<file path="config.mk">
export PLATFORM = sky130hd
export DESIGN_NAME = miim_phy_register_set
export DESIGN_NICKNAME = d
export VERILOG_FILES = /design/src/verilog/miim_pkg.sv /design/src/verilog/miim_port_regs.sv /design/src/verilog/miim_phy_register_set.sv
export VERILOG_INCLUDE_DIRS = /design/src /design/src/verilog
export SDC_FILE = /design/constraint.sdc
export NUM_CORES = 1
export LEC_CHECK = 0
export BUFFER_PORTS_ARGS = -buffer_cell sky130_fd_sc_hd__buf_2
export CAP_MARGIN = 20
export CORE_MARGIN = 2
export CORE_UTILIZATION = 50
export DETAILED_ROUTE_END_ITERATION = 6
export PLACE_DENSITY = 0.68
export SLEW_MARGIN = 0
export SYNTH_ARGS = -nofsm -noshare
export SYNTH_HDL_FRONTEND = slang
export SYNTH_SLANG_ARGS = --single-unit
</file>
<file path="constraint.sdc">
create_clock -name SYS_CLK -period 3 [get_ports SYS_CLK]
set_clock_uncertainty 0.15 [all_clocks]
set_input_delay 0.6 -clock SYS_CLK [delete_from_list [all_inputs] [get_ports SYS_CLK]]
set_output_delay 0.6 -clock SYS_CLK [all_outputs]
set_load 0.02 [all_outputs]
</file>
<file path="src/verilog/miim_defs.svh">
// Offsets, field positions, reset values and timing counts of the PHY management register set.
// Assumes inclusion by bare name from any file that needs these numbers.
`ifndef MIIM_DEFS_SVH
`define MIIM_DEFS_SVH

// ----------------------------------------------------------------
// Management addressing
// ----------------------------------------------------------------
`define PHYAD_PORT1 5'h01
`define PHYAD_PORT2 5'h02
`define REG_BASIC_CONTROL 5'h00
`define REG_BASIC_STATUS 5'h01
`define REG_ID_UPPER 5'h02
`define REG_ID_LOWER 5'h03
`define REG_ADVERTISE 5'h04
`define REG_PARTNER 5'h05
`define OP_WRITE 2'h1
`define OP_READ 2'h2
`define PREAMBLE_ONES 6'h20
`define SELECTOR_8023 5'h01

// ----------------------------------------------------------------
// Byte-wide host map offsets
// ----------------------------------------------------------------
`define HOST_P1_CTRL_A 8'h1C
`define HOST_P1_CTRL_B 8'h1D
`define HOST_P1_STAT_A 8'h1E
`define HOST_P1_STAT_B 8'h1F
`define HOST_P2_CTRL_A 8'h2C
`define HOST_P2_CTRL_B 8'h2D
`define HOST_P2_STAT_A 8'h2E
`define HOST_P2_STAT_B 8'h2F
`define HOST_PHY_ADDR 8'h40

// ----------------------------------------------------------------
// Control byte A (speed, duplex, advertisement) field positions
// ----------------------------------------------------------------
`define CA_AUTONEG_ENABLE 7
`define CA_SPEED100 6
`define CA_FULL_DUPLEX 5
`define CA_PAUSE 4
`define CA_RESET 8'h9F

// ----------------------------------------------------------------
// Control byte B (PHY controls) field positions
// ----------------------------------------------------------------
`define CB_LED_DISABLE 7
`define CB_TX_DISABLE 6
`define CB_AN_RESTART 5
`define CB_FAR_END_DISABLE 4
`define CB_POWER_DOWN 3
`define CB_MDIX_DISABLE 2
`define CB_FORCE_MDI 1
`define CB_RESET 8'h00

// ----------------------------------------------------------------
// Management-word field positions
// ----------------------------------------------------------------
`define BC_SPEED100 13
`define BC_AUTONEG_ENABLE 12
`define BC_POWER_DOWN 11
`define BC_AN_RESTART 9
`define BC_FULL_DUPLEX 8
`define BC_FORCE_MDI 4
`define BC_MDIX_DISABLE 3
`define BC_FAR_END_DISABLE 2
`define BC_TX_DISABLE 1
`define BC_LED_DISABLE 0
`define AD_PAUSE 10
`define STATUS_ABILITY 4'hF

// ----------------------------------------------------------------
// Frame bit counts: read counts in falling, write counts in rising management clock edges
// ----------------------------------------------------------------
`define RD_TA_DRIVE 5'd1
`define RD_LAST_BIT 5'd17
`define RD_RELEASE 5'd18
`define WR_LAST_BIT 5'd17
`define WR_FIRST_DATA 5'd2

`endif

</file>
<file path="src/verilog/miim_pkg.sv">
// Types shared by the PHY management register set.
// Assumes nothing beyond a SystemVerilog compiler.
package miim_pkg;
	typedef logic [15:0] word_t;
	typedef logic [7:0] byte_t;
	typedef logic [4:0] addr5_t;
	typedef enum logic [2:0] {PRE, START, HDR, RD, WR} frame_state_t;
endpackage

</file>
<file path="src/verilog/miim_port_regs.sv">
// One copper port's control storage with its management-word and host-byte views.
// Assumes both write strobes are one-cycle pulses on the same clock.
`timescale 1ns/1ps
`include "miim_defs.svh"
module miim_port_regs #(
	parameter bit HAS_FAR_END = 1'b1,
	parameter logic [15:0] ID_UPPER = 16'h0000,
	parameter logic [15:0] ID_LOWER = 16'h0000
) (
	input wire logic clk,
	input wire logic rst_n,
	input wire logic mii_we,
	input wire miim_pkg::addr5_t mii_reg,
	input wire miim_pkg::word_t mii_wdata,
	input wire logic host_we_a,
	input wire logic host_we_b,
	input wire miim_pkg::byte_t host_wdata,
	input wire logic link_up,
	input wire logic autoneg_done,
	input wire logic [4:0] partner,
	input wire logic far_end_fault,
	output miim_pkg::byte_t ctrl_a,
	output miim_pkg::byte_t ctrl_b,
	output miim_pkg::word_t mii_rdata
);
	import miim_pkg::*;

	byte_t next_ctrl_a;
	byte_t next_ctrl_b;
	logic fef_mask;

	assign fef_mask = HAS_FAR_END;

	// ----------------------------------------------------------------
	// Control storage
	// ----------------------------------------------------------------
	// Host byte first, management word second, so a clash favours management
	always_comb begin
		next_ctrl_a = ctrl_a;
		next_ctrl_b = ctrl_b;
		if (host_we_a) begin
			next_ctrl_a = host_wdata;
		end
		if (host_we_b) begin
			next_ctrl_b = host_wdata & 8'hFE;
			next_ctrl_b[`CB_FAR_END_DISABLE] = host_wdata[`CB_FAR_END_DISABLE] & fef_mask;
		end
		if (mii_we && mii_reg == `REG_BASIC_CONTROL) begin
			next_ctrl_a[`CA_SPEED100] = mii_wdata[`BC_SPEED100];
			next_ctrl_a[`CA_AUTONEG_ENABLE] = mii_wdata[`BC_AUTONEG_ENABLE];
			next_ctrl_a[`CA_FULL_DUPLEX] = mii_wdata[`BC_FULL_DUPLEX];
			next_ctrl_b[`CB_POWER_DOWN] = mii_wdata[`BC_POWER_DOWN];
			next_ctrl_b[`CB_AN_RESTART] = mii_wdata[`BC_AN_RESTART];
			next_ctrl_b[`CB_FORCE_MDI] = mii_wdata[`BC_FORCE_MDI];
			next_ctrl_b[`CB_MDIX_DISABLE] = mii_wdata[`BC_MDIX_DISABLE];
			next_ctrl_b[`CB_FAR_END_DISABLE] = mii_wdata[`BC_FAR_END_DISABLE] & fef_mask;
			next_ctrl_b[`CB_TX_DISABLE] = mii_wdata[`BC_TX_DISABLE];
			next_ctrl_b[`CB_LED_DISABLE] = mii_wdata[`BC_LED_DISABLE];
		end
		if (mii_we && mii_reg == `REG_ADVERTISE) begin
			next_ctrl_a[`CA_PAUSE] = mii_wdata[`AD_PAUSE];
			next_ctrl_a[3:0] = mii_wdata[8:5];
		end
	end

	// Register the control bytes
	always_ff @(posedge clk or negedge rst_n) begin
		if (!rst_n) begin
			ctrl_a <= `CA_RESET;
			ctrl_b <= `CB_RESET;
		end else begin
			ctrl_a <= next_ctrl_a;
			ctrl_b <= next_ctrl_b;
		end
	end

	// ----------------------------------------------------------------
	// Management-word read view
	// ----------------------------------------------------------------
	// Identifier writes land nowhere, so those words stay fixed
	always_comb begin
		mii_rdata = 16'h0000;
		if (mii_reg == `REG_BASIC_CONTROL) begin
			mii_rdata = {2'b00, ctrl_a[`CA_SPEED100], ctrl_a[`CA_AUTONEG_ENABLE],
				ctrl_b[`CB_POWER_DOWN], 1'b0, ctrl_b[`CB_AN_RESTART],
				ctrl_a[`CA_FULL_DUPLEX], 3'b000, ctrl_b[`CB_FORCE_MDI],
				ctrl_b[`CB_MDIX_DISABLE], ctrl_b[`CB_FAR_END_DISABLE],
				ctrl_b[`CB_TX_DISABLE], ctrl_b[`CB_LED_DISABLE]};
		end else if (mii_reg == `REG_BASIC_STATUS) begin
			mii_rdata = {1'b0, `STATUS_ABILITY, 4'h0, 1'b0, autoneg_done,
				far_end_fault & fef_mask, 1'b1, link_up, 2'b00};
		end else if (mii_reg == `REG_ID_UPPER) begin
			mii_rdata = ID_UPPER;
		end else if (mii_reg == `REG_ID_LOWER) begin
			mii_rdata = ID_LOWER;
		end else if (mii_reg == `REG_ADVERTISE) begin
			mii_rdata = {5'b00000, ctrl_a[`CA_PAUSE], 1'b0, ctrl_a[3:0], `SELECTOR_8023};
		end else if (mii_reg == `REG_PARTNER) begin
			mii_rdata = {5'b00000, partner[4], 1'b0, partner[3:0], 5'b00000};
		end
	end
endmodule

</file>
<file path="src/verilog/miim_phy_register_set.sv">
// Management register set of the two copper PHY ports, reached by serial management
// frames and by the byte-wide host map.
// Assumes PHY status inputs are on SYS_CLK; MDC, MDIO and the mode strap are asynchronous.
//
// How it works
// Address one answers with port one registers, address two with port two.
// Only register numbers zero to five exist; others read zero, writes dropped.
// Center-side mode exposes only port one, once host programs its address.
// Host byte map reaches the same control and status state.
// Control bit 4 forces MDI, default 0, mirrored at control byte bit 1.
// Control bit 3 disables auto crossover, default 0, mirrored at bit 2.
// Control bit 2 disables far-end fault detection, port one only.
// Status bit 4 shows far-end fault on port one, read-only.
// Status bit 15 always reads zero.
// Status bits 14 to 11 always read one.
// Status bit 3 reads one; bits 10 to 6 and 1 read zero.
// Status bit 0 always reads zero.
// Registers two and three return a fixed identifier; writes ignored.
// Advertisement bit 10 is pause, default one, mirrored at byte bit 4.
// Advertisement bits 8 to 5 writable, default one, mirror bits 3 to 0.
// Partner bit 10 reports partner pause, read-only.
// Partner bits 8 to 5 report partner abilities; bits 4 to 0 zero.
// Remaining control bits writable and mirrored; unsupported bits read zero.
// Status bits 5 and 2 report negotiation done and link up.
// Advertisement selector reads 00001; other reserved bits read zero.
`timescale 1ns/1ps
`include "miim_defs.svh"
module miim_phy_register_set #(
	parameter logic [15:0] ID_UPPER = 16'hA5C3,
	parameter logic [15:0] ID_LOWER = 16'h5A3C
) (
	input wire logic SYS_CLK,
	input wire logic RESETN,
	input wire logic MDC,
	input wire logic MDIO_IN,
	output logic MDIO_OUT,
	output logic MDIO_OE,
	input wire logic CENTER_MODE,
	input wire miim_pkg::byte_t HOST_ADDR,
	input wire miim_pkg::byte_t HOST_WDATA,
	input wire logic HOST_WE,
	output miim_pkg::byte_t HOST_RDATA,
	input wire logic [1:0] LINK_UP,
	input wire logic [1:0] AUTONEG_DONE,
	input wire logic [9:0] PARTNER_ABILITY,
	input wire logic FAR_END_FAULT,
	output logic [1:0] SPEED_100,
	output logic [1:0] AUTONEG_ENABLE,
	output logic [1:0] FULL_DUPLEX,
	output logic [1:0] POWER_DOWN,
	output logic [1:0] AUTONEG_RESTART,
	output logic [1:0] FORCE_MDI,
	output logic [1:0] MDIX_DISABLE,
	output logic [1:0] TX_DISABLE,
	output logic [1:0] LED_DISABLE,
	output logic [1:0] ADVERTISE_PAUSE,
	output logic [7:0] ADVERTISE_ABILITY,
	output logic FAR_END_DISABLE
);
	import miim_pkg::*;

	// ----------------------------------------------------------------
	// Synchronisers
	// ----------------------------------------------------------------
	logic mdc_meta, mdc_sync, mdc_prev;
	logic mdio_meta, mdio_sync, mode_meta, mode_sync;
	logic mdc_rise, mdc_fall;

	// Two flops per asynchronous input, a third for MDC edge finding
	always_ff @(posedge SYS_CLK or negedge RESETN) begin
		if (!RESETN) begin
			mdc_meta <= 1'b0;
			mdc_sync <= 1'b0;
			mdc_prev <= 1'b0;
			mdio_meta <= 1'b1;
			mdio_sync <= 1'b1;
			mode_meta <= 1'b0;
			mode_sync <= 1'b0;
		end else begin
			mdc_meta <= MDC;
			mdc_sync <= mdc_meta;
			mdc_prev <= mdc_sync;
			mdio_meta <= MDIO_IN;
			mdio_sync <= mdio_meta;
			mode_meta <= CENTER_MODE;
			mode_sync <= mode_meta;
		end
	end

	// Edges seen three system clocks late; an MDC period of eight clocks leaves margin
	assign mdc_rise = mdc_sync & ~mdc_prev;
	assign mdc_fall = ~mdc_sync & mdc_prev;

	// ----------------------------------------------------------------
	// Per-port register sets
	// ----------------------------------------------------------------
	byte_t ctrl_a [2], ctrl_b [2];
	word_t port_rdata [2];
	logic [1:0] port_we, host_we_a, host_we_b;
	addr5_t frame_reg;
	word_t wr_data;
	logic wr_pulse, wr_port;

	genvar p;
	generate
		for (p = 0; p < 2; p++) begin : g_port
			assign port_we[p] = wr_pulse & (wr_port == 1'(p));
			miim_port_regs #(
				.HAS_FAR_END(p == 0),
				.ID_UPPER(ID_UPPER),
				.ID_LOWER(ID_LOWER)
			) u_regs (
				.clk(SYS_CLK),
				.rst_n(RESETN),
				.mii_we(port_we[p]),
				.mii_reg(frame_reg),
				.mii_wdata(wr_data),
				.host_we_a(host_we_a[p]),
				.host_we_b(host_we_b[p]),
				.host_wdata(HOST_WDATA),
				.link_up(LINK_UP[p]),
				.autoneg_done(AUTONEG_DONE[p]),
				.partner(PARTNER_ABILITY[p*5 +: 5]),
				.far_end_fault(FAR_END_FAULT),
				.ctrl_a(ctrl_a[p]),
				.ctrl_b(ctrl_b[p]),
				.mii_rdata(port_rdata[p])
			);
			// Mirrored control bits drive the PHY straight from storage
			assign SPEED_100[p] = ctrl_a[p][`CA_SPEED100];
			assign AUTONEG_ENABLE[p] = ctrl_a[p][`CA_AUTONEG_ENABLE];
			assign FULL_DUPLEX[p] = ctrl_a[p][`CA_FULL_DUPLEX];
			assign ADVERTISE_PAUSE[p] = ctrl_a[p][`CA_PAUSE];
			assign ADVERTISE_ABILITY[p*4 +: 4] = ctrl_a[p][3:0];
			assign POWER_DOWN[p] = ctrl_b[p][`CB_POWER_DOWN];
			assign AUTONEG_RESTART[p] = ctrl_b[p][`CB_AN_RESTART];
			assign FORCE_MDI[p] = ctrl_b[p][`CB_FORCE_MDI];
			assign MDIX_DISABLE[p] = ctrl_b[p][`CB_MDIX_DISABLE];
			assign TX_DISABLE[p] = ctrl_b[p][`CB_TX_DISABLE];
			assign LED_DISABLE[p] = ctrl_b[p][`CB_LED_DISABLE];
		end
	endgenerate

	assign FAR_END_DISABLE = ctrl_b[0][`CB_FAR_END_DISABLE];

	// ----------------------------------------------------------------
	// Host byte port
	// ----------------------------------------------------------------
	addr5_t phy_addr, next_phy_addr;
	logic phy_addr_set, next_phy_addr_set;
	byte_t next_host_rdata;

	// Byte offsets of the two ports decode to per-port write strobes
	assign host_we_a[0] = HOST_WE && HOST_ADDR == `HOST_P1_CTRL_A;
	assign host_we_b[0] = HOST_WE && HOST_ADDR == `HOST_P1_CTRL_B;
	assign host_we_a[1] = HOST_WE && HOST_ADDR == `HOST_P2_CTRL_A;
	assign host_we_b[1] = HOST_WE && HOST_ADDR == `HOST_P2_CTRL_B;

	// Read mux; status bytes are live views, unmapped offsets read zero
	always_comb begin
		next_phy_addr = phy_addr;
		next_phy_addr_set = phy_addr_set;
		if (HOST_WE && HOST_ADDR == `HOST_PHY_ADDR) begin
			next_phy_addr = HOST_WDATA[4:0];
			next_phy_addr_set = 1'b1;
		end
		next_host_rdata = 8'h00;
		if (HOST_ADDR == `HOST_P1_CTRL_A) begin
			next_host_rdata = ctrl_a[0];
		end else if (HOST_ADDR == `HOST_P1_CTRL_B) begin
			next_host_rdata = ctrl_b[0];
		end else if (HOST_ADDR == `HOST_P1_STAT_A) begin
			next_host_rdata = {1'b0, AUTONEG_DONE[0], LINK_UP[0], PARTNER_ABILITY[4:0]};
		end else if (HOST_ADDR == `HOST_P1_STAT_B) begin
			next_host_rdata = {7'h00, FAR_END_FAULT};
		end else if (HOST_ADDR == `HOST_P2_CTRL_A) begin
			next_host_rdata = ctrl_a[1];
		end else if (HOST_ADDR == `HOST_P2_CTRL_B) begin
			next_host_rdata = ctrl_b[1];
		end else if (HOST_ADDR == `HOST_P2_STAT_A) begin
			next_host_rdata = {1'b0, AUTONEG_DONE[1], LINK_UP[1], PARTNER_ABILITY[9:5]};
		end else if (HOST_ADDR == `HOST_PHY_ADDR) begin
			next_host_rdata = {3'b000, phy_addr};
		end
	end

	// Host-side registers
	always_ff @(posedge SYS_CLK or negedge RESETN) begin
		if (!RESETN) begin
			phy_addr <= 5'h00;
			phy_addr_set <= 1'b0;
			HOST_RDATA <= 8'h00;
		end else begin
			phy_addr <= next_phy_addr;
			phy_addr_set <= next_phy_addr_set;
			HOST_RDATA <= next_host_rdata;
		end
	end

	// ----------------------------------------------------------------
	// Management frame engine
	// ----------------------------------------------------------------
	frame_state_t state, next_state;
	logic [5:0] ones, next_ones;
	logic [4:0] cnt, next_cnt;
	logic [11:0] hdr, next_hdr;
	word_t shreg, next_shreg, next_wr_data;
	logic next_wr_pulse, next_wr_port, next_mdio_out, next_mdio_oe, match1, match2;
	addr5_t next_frame_reg, hdr_phy;
	logic [1:0] hdr_op;

	// Header arrives as op(2), PHY address(5), register(5); last bit joins here
	assign hdr_op = hdr[10:9];
	assign hdr_phy = hdr[8:4];
	assign match1 = mode_sync ? (phy_addr_set && hdr_phy == phy_addr)
		: (hdr_phy == `PHYAD_PORT1);
	assign match2 = !mode_sync && hdr_phy == `PHYAD_PORT2;

	// A frame aimed elsewhere falls back to preamble hunting, which resyncs
	always_comb begin
		next_state = state;
		next_ones = ones;
		next_cnt = cnt;
		next_hdr = hdr;
		next_shreg = shreg;
		next_wr_pulse = 1'b0;
		next_wr_port = wr_port;
		next_frame_reg = frame_reg;
		next_wr_data = wr_data;
		next_mdio_out = MDIO_OUT;
		next_mdio_oe = MDIO_OE;
		case (state)
			PRE: begin
				if (mdc_rise) begin
					if (mdio_sync) begin
						next_ones = (ones == `PREAMBLE_ONES) ? ones : ones + 6'd1;
					end else if (ones == `PREAMBLE_ONES) begin
						next_state = START;
					end else begin
						next_ones = 6'd0;
					end
				end
			end
			START: begin
				if (mdc_rise) begin
					next_ones = 6'd0;
					next_cnt = 5'd0;
					next_state = mdio_sync ? HDR : PRE;
				end
			end
			HDR: begin
				if (mdc_rise) begin
					next_hdr = {hdr[10:0], mdio_sync};
					next_cnt = cnt + 5'd1;
					if (cnt == 5'd11) begin
						next_frame_reg = {hdr[3:0], mdio_sync};
						next_wr_port = match2;
						next_cnt = 5'd0;
						next_state = PRE;
						if ((match1 || match2) && hdr_op == `OP_READ) begin
							next_state = RD;
						end else if ((match1 || match2) && hdr_op == `OP_WRITE) begin
							next_state = WR;
						end
					end
				end
			end
			RD: begin
				// Word taken at the first fall, after frame_reg settles; bit 15 leaves first
				if (mdc_fall) begin
					next_cnt = cnt + 5'd1;
					if (cnt == 5'd0) begin
						next_shreg = wr_port ? port_rdata[1] : port_rdata[0];
					end else if (cnt == `RD_TA_DRIVE) begin
						next_mdio_oe = 1'b1;
						next_mdio_out = 1'b0;
					end else if (cnt > `RD_TA_DRIVE && cnt <= `RD_LAST_BIT) begin
						next_mdio_out = shreg[15];
						next_shreg = {shreg[14:0], 1'b0};
					end else if (cnt == `RD_RELEASE) begin
						next_mdio_oe = 1'b0;
						next_mdio_out = 1'b1;
						next_state = PRE;
					end
				end
			end
			WR: begin
				// Two turnaround bits are skipped, then sixteen data bits shift in
				if (mdc_rise) begin
					next_cnt = cnt + 5'd1;
					if (cnt >= `WR_FIRST_DATA) begin
						next_shreg = {shreg[14:0], mdio_sync};
					end
					if (cnt == `WR_LAST_BIT) begin
						next_wr_data = {shreg[14:0], mdio_sync};
						next_wr_pulse = 1'b1;
						next_state = PRE;
					end
				end
			end
			default: begin
				next_state = PRE;
			end
		endcase
	end

	// Frame engine registers
	always_ff @(posedge SYS_CLK or negedge RESETN) begin
		if (!RESETN) begin
			state <= PRE;
			ones <= 6'd0;
			cnt <= 5'd0;
			hdr <= 12'h000;
			shreg <= 16'h0000;
			wr_pulse <= 1'b0;
			wr_port <= 1'b0;
			frame_reg <= 5'h00;
			wr_data <= 16'h0000;
			MDIO_OUT <= 1'b1;
			MDIO_OE <= 1'b0;
		end else begin
			state <= next_state;
			ones <= next_ones;
			cnt <= next_cnt;
			hdr <= next_hdr;
			shreg <= next_shreg;
			wr_pulse <= next_wr_pulse;
			wr_port <= next_wr_port;
			frame_reg <= next_frame_reg;
			wr_data <= next_wr_data;
			MDIO_OUT <= next_mdio_out;
			MDIO_OE <= next_mdio_oe;
		end
	end
endmodule

</file>
==> reports/qor.txt <==
Yosys top cell by area: dfrtp_1
total gr overflow: 0
top flop regs: g_port.u_regs.ctrl_a (16), shreg (16), wr_data (14)
Mapped Cells: 636
Post-CTS Hold Buffers: 0
die width: 116 um
Async SR Flop Fraction: 1.00
GPL Wtd Cong: 0.915
# port buffers: 75
CTS tree: yes
fin cells: 895
Power Density: 556 nW/um^2
Post-Layout Inst Area: 7480 sq um
CP startpoint: cnt[1]
Primary FF master, synth: dfrtp_1
Seq/Total Area, Yosys: 0.458
first-pass GRT wire length: 25.9 mm
R2R Setup Slk: 0.54 ns
placed insts: 863
RSZ-0062 raised after global routing: false
H-tree depth: 4
antenna violations before repair: 0
pin count of the biggest net entering global routing: 44
Clock transition at path regs: 0.05 ns
Routed WL per cell: 18.2 um
Critical Path Fanout Max: 10
NumNets Final: 757
postcts setup bufs: 0
Pleak: 0.00348 uW
initial DRC count: 480
placed cell area: 6810 sq um
syn nets: 679
fmax: 407 MHz
Yosys cell types: 81
Syn-to-layout area delta: 19.3%
Initial Util: 0.518
Reg2Reg Depth: 8
worst hold path class: in -> async
GRT Util Overall: 0.256
clk root buf: clkbuf_16
FF-to-FF Start: cnt[1]
via count: 5144
critical path arrival: 2.65 ns
DRT antenna net count: 0
row cnt: 40
post-synth top area share: 0.395
clk sinks: 114
final core utilization: 0.618
Detailed Routing Iterations Pass 1: 5
Startpoint Class: flop
post-CTS sizing: 0
Setup crit end kind: flop
Period minus WS final: 2.46 ns
CTS buffer count: 17
Remaining DRCs: 0
Seq cells post-synth: 114
top cells by count, synth: dfrtp_1, nand2_1, a21oi_1
number of global-route vias before repair: 4905
Worst VDD drop: 359 uV
Avg Inst Size Synth: 9.86 sq um
max-cap violations: 0
Tightest Pin Transition: 0.790 ns
Slew Viols, Final: 0
ant diodes: 0
Die Ht: 116 um
critical path class: reg -> reg
final worst path period share: 0.820
clk buf depth: 2
layout cells sized above 1: 0.275
TNS Setup: 0 ns
top cells by area, synth: dfrtp_1, mux2i_1, dfstp_2
relative slew slack: 0.469
count leader, synth: dfrtp_1
post-DP HPWL: 11.9 mm
Via density: 5.75
Post-synth EDFFs: 0
worst-skew pair later-pin latency: 0.41 ns
synthesized area: 6270 sq um
status: completed
# IOs: 76
WP data required: 3.19 ns
core region area: 12100 sq um
DIE AREA: 13500 sq um
setup violators final: 0
final WL: 16.3 mm
Hold Fails Final Rpt: 0
Synth warnings: 0
## cell type report
class / count / area (sq um)
clock buffer: 19 / 443
clock inverter: 13 / 231
fill: 1048 / 4630
inverter: 17 / 63.8
multi-input combinational: 474 / 3160
sequential: 114 / 2870
tap: 168 / 210
timing repair buffer: 90 / 503
## cells by family (layout without fill, tap and decap cells)
group                      Yosys count  after routing  share of synthesized area
DFF                                114            114                      0.458
adders and majority gates            6              6                     0.0120
xor gates and xnor gates             6              6                    0.00838
AOI/OAI and AO/OA                  163            163                      0.168
muxes                               83             83                      0.139
buffers and inverters               48            139                     0.0385
and+or+nand+nor                    216            216                      0.176
## stage by stage
stage | setup WS (ns) | hold WS [ns] | total power, uW
2_1_floorplan | 0.925 | 0.154 | 1760
3_3_place_gp | 0.580 | 0.187 | 1890
3_5_place_dp | 0.556 | 0.188 | 1890
4_1_cts | 0.521 | 0.0449 | 4200
5_1_grt | 0.384 | 0.0671 | 4300
6_report | 0.540 | 0.0328 | 4160
## final timing paths
path                                              endpoint
worst max-delay path                              shreg[0]
worst min-delay path                          phy_addr_set
worst max register to register                    shreg[0]
worst min register to register                    mdc_sync
max in group asynchronous       g_port[1].u_regs.ctrl_a[7]
min in group SYS_CLK                             mdio_meta
## report_power, final
group	switching, uW	internal (uW)	leakage (uW)
logic	152	88.8	0.00174
clock network	714	1580	0.000324
registers	43.6	1580	0.00141
total	910	3250	0.00348
## cell usage in the layout, fill, tap and decap left out, types with 3 or more instances in the layout
cell / count
dfrtp_1: 99
nand2_1: 78
buf_2: 74
a21oi_1: 51
mux2i_1: 50
nor2_1: 49
o21ai_0: 40
mux2_2: 29
nand3_1: 19
clkbuf_16: 17
dfstp_2: 15
inv_1: 15
buf_4: 15
o21ai_1: 9
and2_1: 8
o31ai_1: 8
nand2_2: 7
o21ai_2: 6
ha_1: 6
bufinv_16: 6
and3_1: 5
nor3_1: 5
nand2b_1: 5
nor2b_1: 5
a211o_1: 5
a31oi_1: 5
a32oi_1: 4
a211oi_1: 4
mux2_1: 4
a22oi_1: 3
a21boi_0: 3
or3b_1: 3
nor3_2: 3
xor2_1: 3
xnor2_1: 3
## routing by layer
layer	global-route usage	vias to the layer above	routed length [um]
met4	0.0865	0	336
met2	0.388	180	7250
li1	-	2447	-
met1	0.352	2495	7670
met5	0	-	0
met3	0.0753	22	1080
## worst max-delay path, stage by stage (launching register included)
cell	delay, ns
dfrtp_1	0.51
inv_1	0.12
ha_1	0.28
or2b_1	0.26
o221ai_2	0.25
a22o_1	0.44
buf_4	0.25
nand2_2	0.06
o21ai_2	0.06
Note: power is estimated with default switching activity, not from simulation.
